## src/design/iom_pkg.sv

```systemverilog
/*
  Shared constants for the increment / OR / move / branch execution core:
  word widths, instruction field positions, opcode codes and reset values.
  Assumes the mid-range 14-bit instruction word with a 7-bit file address.
*/
package iom_pkg;

  localparam int INSTR_W = 14;
  localparam int PC_W = 13;
  localparam int ADDR_W = 7;
  localparam int DATA_W = 8;
  localparam int JMP_W = 11;
  localparam int OPC_W = 6;

  // Field positions inside the instruction word and the PC high latch
  localparam int OPC_MSB = 13;
  localparam int OPC_LSB = 8;
  localparam int DEST_BIT = 7;
  localparam int JMP_SEL_MSB = 13;
  localparam int JMP_SEL_LSB = 11;
  localparam int LATCH_HI_MSB = 4;
  localparam int LATCH_HI_LSB = 3;

  // Byte-oriented file operations and OR-literal, selected by the upper six bits; jump by the upper three
  localparam logic [OPC_W-1:0] OPC_INCR_SKIP = 6'h0F;
  localparam logic [OPC_W-1:0] OPC_INCR_FILE = 6'h0A;
  localparam logic [OPC_W-1:0] OPC_OR_FILE = 6'h04;
  localparam logic [OPC_W-1:0] OPC_MOVE_FILE = 6'h08;
  localparam logic [OPC_W-1:0] OPC_OR_LIT = 6'h38;
  localparam logic [2:0] OPC_JUMP = 3'h5;

  // No-operation: all bits zero apart from the don't-care pair
  localparam logic [INSTR_W-1:0] NOP_MASK = 14'h3F9F;
  localparam logic [INSTR_W-1:0] NOP_CODE = 14'h0000;

  localparam logic [PC_W-1:0] PC_RESET = 13'h0000;
  localparam logic [PC_W-1:0] PC_STEP = 13'h0001;
  localparam logic [DATA_W-1:0] DATA_ONE = 8'h01;
  localparam logic [DATA_W-1:0] DATA_ZERO = 8'h00;
  localparam logic [DATA_W-1:0] W_RESET = 8'h00;

  typedef enum logic [1:0] {
    IOM_EXEC = 2'h1,
    IOM_FLUSH = 2'h2
  } iom_state_t;

endpackage

```

## src/design/iom_core.sv

```systemverilog
/*
  Execution core for increment (plain and skip-on-zero), unconditional
  jump, inclusive OR with literal or file, move of a file register and
  no-operation. One instruction cycle per ref_clk rising edge.
  Assumes: instr is the word fetched at pc_r, valid in the same cycle;
  file_rd_data is the file register addressed by instr[6:0], read
  combinationally by the surroundings; file writes are applied by the
  surroundings on the edge after file_wr_en_r is seen.
*/
`timescale 1ns/10ps

module iom_core #(
  parameter logic [iom_pkg::PC_W-1:0] RESET_VEC = iom_pkg::PC_RESET
) (
  input wire logic ref_clk,
  input wire logic rst_n,
  input wire logic [iom_pkg::INSTR_W-1:0] instr,
  input wire logic [iom_pkg::DATA_W-1:0] file_rd_data,
  input wire logic [iom_pkg::DATA_W-1:0] pc_high_latch,
  output logic [iom_pkg::PC_W-1:0] pc_r,
  output logic [iom_pkg::DATA_W-1:0] w_r,
  output logic z_r,
  output logic file_wr_en_r,
  output logic [iom_pkg::ADDR_W-1:0] file_wr_addr_r,
  output logic [iom_pkg::DATA_W-1:0] file_wr_data_r,
  output logic flush_r
);
  import iom_pkg::*;

  iom_state_t state_r;
  iom_state_t state_nxt;
  logic [PC_W-1:0] jmp_tgt_r;
  logic jmp_pend_r;

  wire logic executing;
  wire logic [OPC_W-1:0] opc;
  wire logic to_file;
  wire logic [ADDR_W-1:0] faddr;
  wire logic [DATA_W-1:0] lit;
  wire logic [PC_W-1:0] jmp_tgt;
  wire logic is_incr_skip;
  wire logic is_incr_file;
  wire logic is_or_file;
  wire logic is_move_file;
  wire logic is_or_lit;
  wire logic is_jump;
  wire logic is_nop;
  wire logic fwd_hit;
  wire logic [DATA_W-1:0] fval;
  wire logic [DATA_W-1:0] inc_val;
  wire logic [DATA_W-1:0] or_file_val;
  wire logic [DATA_W-1:0] or_lit_val;
  wire logic byte_op;
  wire logic [DATA_W-1:0] byte_res;
  wire logic skip_taken;
  wire logic z_upd;
  wire logic [DATA_W-1:0] z_src;
  wire logic file_we_nxt;
  wire logic w_we_nxt;
  wire logic [DATA_W-1:0] w_nxt;
  wire logic z_nxt;
  wire logic [PC_W-1:0] pc_seq;
  wire logic [PC_W-1:0] pc_nxt;

  // Decode; a flushed cycle decodes as nothing at all
  assign executing = (state_r == IOM_EXEC);
  assign opc = instr[OPC_MSB:OPC_LSB];
  assign to_file = instr[DEST_BIT];
  assign faddr = instr[ADDR_W-1:0];
  assign lit = instr[DATA_W-1:0];
  assign is_incr_skip = executing && (opc == OPC_INCR_SKIP);
  assign is_incr_file = executing && (opc == OPC_INCR_FILE);
  assign is_or_file = executing && (opc == OPC_OR_FILE);
  assign is_move_file = executing && (opc == OPC_MOVE_FILE);
  assign is_or_lit = executing && (opc == OPC_OR_LIT);
  assign is_jump = executing && (instr[JMP_SEL_MSB:JMP_SEL_LSB] == OPC_JUMP);
  assign is_nop = executing && ((instr & NOP_MASK) == NOP_CODE);

  // Jump target: latch bits above, operand below
  assign jmp_tgt = {pc_high_latch[LATCH_HI_MSB:LATCH_HI_LSB],
                    instr[JMP_W-1:0]};

  // The file write lands one edge late, so a back-to-back read of the
  // same address would see stale data without this bypass
  assign fwd_hit = file_wr_en_r && (file_wr_addr_r == faddr);
  assign fval = fwd_hit ? file_wr_data_r : file_rd_data;

  assign inc_val = fval + DATA_ONE;
  assign or_file_val = w_r | fval;
  assign or_lit_val = w_r | lit;

  assign byte_op = is_incr_skip || is_incr_file || is_or_file
                   || is_move_file;
  assign byte_res = is_or_file ? or_file_val
                  : is_move_file ? fval
                  : inc_val;

  // Destination select by d for every byte operation
  assign file_we_nxt = byte_op && to_file;
  assign w_we_nxt = (byte_op && !to_file) || is_or_lit;
  assign w_nxt = is_or_lit ? or_lit_val : byte_res;

  // Skip-on-zero, jump and no-op leave the flag alone; the others set it from the result
  assign skip_taken = is_incr_skip && (inc_val == DATA_ZERO);
  assign z_upd = is_incr_file || is_or_file || is_move_file
                 || is_or_lit;
  assign z_src = is_or_lit ? or_lit_val : byte_res;
  assign z_nxt = z_upd ? (z_src == DATA_ZERO) : z_r;

  // Both two-cycle cases advance to the already fetched word, then flush
  // it; the jump only redirects at the end of the flush cycle
  assign pc_seq = pc_r + PC_STEP;
  assign pc_nxt = (!executing && jmp_pend_r) ? jmp_tgt_r : pc_seq;

  always_comb begin
    unique case (state_r)
      IOM_EXEC: begin
        state_nxt = (is_jump || skip_taken) ? IOM_FLUSH
                                            : IOM_EXEC;
      end
      IOM_FLUSH: begin
        state_nxt = IOM_EXEC;
      end
      default: begin
        state_nxt = IOM_EXEC;
      end
    endcase
  end

  always_ff @(posedge ref_clk or negedge rst_n) begin
    if (!rst_n) begin
      state_r <= IOM_EXEC;
      flush_r <= 1'b0;
      jmp_pend_r <= 1'b0;
      jmp_tgt_r <= PC_RESET;
      pc_r <= RESET_VEC;
    end else begin
      state_r <= state_nxt;
      flush_r <= (state_nxt == IOM_FLUSH);
      jmp_pend_r <= is_jump;
      jmp_tgt_r <= is_jump ? jmp_tgt : jmp_tgt_r;
      pc_r <= pc_nxt;
    end
  end

  always_ff @(posedge ref_clk or negedge rst_n) begin
    if (!rst_n) begin
      w_r <= W_RESET;
      z_r <= 1'b0;
      file_wr_en_r <= 1'b0;
      file_wr_addr_r <= '0;
      file_wr_data_r <= DATA_ZERO;
    end else begin
      w_r <= w_we_nxt ? w_nxt : w_r;
      z_r <= z_nxt;
      file_wr_en_r <= file_we_nxt;
      file_wr_addr_r <= file_we_nxt ? faddr : file_wr_addr_r;
      file_wr_data_r <= file_we_nxt ? byte_res : file_wr_data_r;
    end
  end
endmodule

```

## config.mk

```make
export PLATFORM = sky130hd
export DESIGN_NAME = iom_core
export DESIGN_NICKNAME = d
export VERILOG_FILES = /design/src/design/iom_pkg.sv /design/src/design/iom_core.sv
export SDC_FILE = /design/constraint.sdc
export NUM_CORES = 1
export LEC_CHECK = 0
export BUFFER_PORTS_ARGS = -buffer_cell sky130_fd_sc_hd__buf_2
export CELL_PAD_IN_SITES_DETAIL_PLACEMENT = 1
export CELL_PAD_IN_SITES_GLOBAL_PLACEMENT = 1
export CORE_ASPECT_RATIO = 0.75
export CORE_UTILIZATION = 40
export DETAILED_ROUTE_END_ITERATION = 10
export GPL_TIMING_DRIVEN = 0
export PLACE_DENSITY_LB_ADDON = 0.15
export SLEW_MARGIN = 5
export SYNTH_ARGS = -nofsm -noshare
export SYNTH_HDL_FRONTEND = slang
export SYNTH_SLANG_ARGS = --single-unit
```

## constraint.sdc

```tcl
create_clock -name ref_clk -period 3.57 [get_ports ref_clk]
set_clock_uncertainty 0.2 [all_clocks]
set_input_delay 0.357 -clock ref_clk [delete_from_list [all_inputs] [get_ports ref_clk]]
set_output_delay 0.357 -clock ref_clk [all_outputs]
set_load 0.01 [all_outputs]
```

==> metrics.md <==
| Metric | Value |
|---|---|
| Total global routing overflow | 0 |
| Synth Cell Area | 3220 µm² |
| DP Wirelength | 7300 µm |
| Hold Crit Class | primary input to flip-flop |
| Clock slew at reported path FFs | 0.11 ns |
| Pre-antenna DRT Iters | 6 |
| Worst slew pin tran | 0.726 ns |
| Routability cong. | 0.835 |
| Final hold vios | 0 |
| Drt wl/cell | 18.0 µm |
| Deepest clock path buffer count | 2 |
| Sequential Power Share | 48.3% |
| IO Pins | 71 |
| Status | finished, final reports clean |
| FF+latch count, synth | 54 |
| Leakage | 0.00175 µW |
| Unique masters post-synth | 58 |
| Sequential area share after synthesis | 41.9% |
| Initial Utilization | 42.6% |
| Tcrit/Tclk final | 93.3% |
| # clock sinks | 54 |
| Placed insts | 527 |
| Post-Syn Nets | 399 |
| VDD IR max | 0.295 mV |
| P_sw | 738 µW |
| Unrepaired setup endpoints after global routing | false |
| CP max FO | 10 |
| Delay-heaviest family, CP | compound AO/OA/AOI/OAI gates |
| CTS tree | yes |
| Hold worst-path end | jmp_tgt_r[12] |
| Worst Setup Path Type | flip-flop to flip-flop |
| Layout Cells excl Fill | 540 |
| Chip width | 106 µm |
| CP required | 3.58 ns |
| Synth warnings | 0 |
| R2R setup slack | 0.24 ns |
| EDFF count, synth | 0 |
| Clk pwr share | 21.0% |
| Tmin final | 3.33 ns |
| Crit path cell chain | xnor2_2 -> nand4_1 -> nor2_4 -> buf_8 -> mux2_4 -> ha_4 -> nand3_2 -> nor2_1 -> xor2_1 -> mux2i_2 -> a22oi_2 -> o211ai_2 -> a31oi_1 -> o41ai_2 |
| CTS H-tree depth | 2 |
| Core ar. | 7570 µm² |
| Crit path largest cell delay | 0.44 ns |
| P&R area growth vs syn | 19.9% |
| Crit path DAT | 3.34 ns |
| DRC Markers | 0 |
| Die area | 8430 µm² |
| Final setup viols | 0 |
| Hold wc startpoint | pc_high_latch[4] |
| Root Driver | clkbuf_8 |
| Initial antenna violation count | 0 |
| Layout cells sized above 1 | 26.4% |
| Slew HR | 51.6% |
| Critical path endpoint category | flip-flop |
| RR Endpoint | z_r |
| Total Wirelength | 9690 µm |
| Fin. max-slew vios | 0 |
| Via density | 5.47 |
| Worst Reg-to-Reg Cells | 14 |
| Clock Latency Late Sink | 0.31 ns |
| R2R Path Start | file_wr_addr_r[1] |
| Largest net degree at the start of global routing | 55 |
| Switching Fraction | 36.6% |
| Die height | 79.8 µm |
| Post-route ant nets | 0 |
| Hold Crit Depth | 3 |
| Internal cell power | 1280 µW |
| Critical Path Source Type | flip-flop |
| TritonCTS Buffers | 5 |
| Commonest non-fill, non-tap cell in the layout | nand2_1 |
| Synth Flop Type | dfrtp_1 |
| Setup TNS | 0 ns |
| Initial drt markers | 198 |
| Tot GR Track Use | 24.9% |
| Placement row count | 27 |
| Mapped Cells | 364 |
| Total number of vias | 2956 |
| Input/output buffers | 62 |
| Post-Syn Area per Cell | 8.86 µm² |
| Total Nets Final | 473 |
| Max Fclk | 300 MHz |
| Crit path buf inv count | 1 |
| Design area | 3870 µm² |
| Vias in the first global route | 3019 |
| N_diodes | 0 |
| Worst setup startpoint | file_wr_addr_r[1] |
| Most frequent cells in the layout | nand2_1, buf_2, dfrtp_1 |
| First-pass GRT wire length | 16000 µm |
| # Max-Cap Violations | 0 |
| Power density of the placed cells | 521 nW/µm² |
| Ys async rst share | 100% |
| Slowest cell on crit path | dfrtp_1 |
| Placed cell area | 3660 µm² |
| Combinational Power Share | 30.7% |
[routing by layer]
metal	vias to the layer above	track usage [%]	share of wire, %	routed length (µm)
met4	0	4.86	1.3	122
met3	11	4.57	5.7	549
met2	71	39.7	44	4310
met1	1475	35.4	49	4710
met5	-	0	0	0
li1	1399	-	-	-
[final cells by class]
| cell class | instances | area (µm²) |
|---|---|---|
| timing repair buffer | 67 | 353 |
| buffer | 14 | 76.3 |
| fill | 914 | 3700 |
| clock buffer | 6 | 72.6 |
| clock inverter | 2 | 37.5 |
| inverter | 10 | 37.5 |
| sequential | 54 | 1350 |
| tap | 101 | 126 |
| multi-input combinational | 286 | 1810 |
[how the worst max path moves through the flow]
stage | cells past startpoint | slack [ns] | end
6_report | 14 | 0.24 | z_r
4_1_cts | 14 | 0.004 | z_r
5_1_grt | 14 | 0.06 | z_r
3_5_place_dp | 15 | -0.32 | z_r
3_3_place_gp | 15 | -0.28 | z_r
2_1_floorplan | 14 | 0.35 | z_r
[worst register-to-register path, stage by stage (launching register included)]
cell and delay, ns:
dfrtp_1 0.44, xnor2_2 0.21, nand4_1 0.17, nor2_4 0.16, buf_8 0.17, mux2_4 0.35, ha_4 0.20, nand3_2 0.13
nor2_1 0.07, xor2_1 0.15, mux2i_2 0.24, a22oi_2 0.12, o211ai_2 0.26, a31oi_1 0.14, o41ai_2 0.22
[Yosys cell counts (3+ instances only)]
cell type	instances	share of area, %
nand2_1	70	8.1
a211oi_1	3	0.70
nor2_1	39	4.5
ha_1	3	1.2
nor2b_1	4	0.78
clkbuf_1	8	0.93
a21oi_1	11	1.7
nand4_1	6	1.2
o21ai_1	6	0.93
xor2_1	10	2.7
o21ai_0	27	4.2
a31oi_1	3	0.58
nand3_1	13	2.0
dfrtp_1	53	41
nor3_1	7	1.1
buf_2	4	0.62
inv_1	9	1.0
xnor2_1	19	5.2
mux2i_1	7	2.2
mux2_2	15	5.2
[registers in the layout, summed over array words and instances (netlist names)]
register and count:
file_wr_data_r 8, file_wr_en_r 1, flush_r 1, w_r 8, pc_r 13, file_wr_addr_r 7
jmp_tgt_r 13, z_r 1, jmp_pend_r 1, state_r 1
[per-stage QoR]
stage          hold slack [ns]  util (%)  worst slack, ns  power [µW]
6_report                0.0355      51.1            0.240        2010
5_1_grt                 0.0385      51.1           0.0568        2140
4_1_cts                 0.0376      50.6          0.00379        2020
3_5_place_dp             0.275      48.4           -0.324        1580
3_3_place_gp             0.263      48.4           -0.276        1540
2_1_floorplan           -0.139         -            0.355        1290
[power groups by stage]
| stage | Combinational, µW | Sequential [µW] | Clock [µW] |
|---|---|---|---|
| final | 619 | 973 | 422 |
| after global routing | 689 | 998 | 456 |
| after CTS | 617 | 970 | 432 |
| after detailed placement | 601 | 981 | 0 |
| after global placement | 577 | 968 | 0 |
| after floorplan | 292 | 1000 | 0 |
[cell families (layout without fill, tap and decap cells)]
| logic type | Yosys count | after routing | synth area share, % |
|---|---|---|---|
| mux | 23 | 23 | 7.88 |
| flops | 54 | 54 | 41.9 |
| buf+inv | 24 | 99 | 3.41 |
| compound gates | 68 | 68 | 13.3 |
| fa+ha+maj | 3 | 3 | 1.16 |
| xor+xnor | 29 | 29 | 7.88 |
| simple gates | 163 | 163 | 24.4 |
[what timing repair did]
item / 4_1_cts / 5_1_grt
endpoints found under the setup margin: 1 / 1
resized for setup: 7 / 3
pin swaps: 3 / 5
cloned: 0 / 0
endpoints found under the hold margin: 0 / 53
hold buffers: 0 / 1
setup buffers: 3 / 1
No activity file was read; power rests on OpenSTA's default activity.
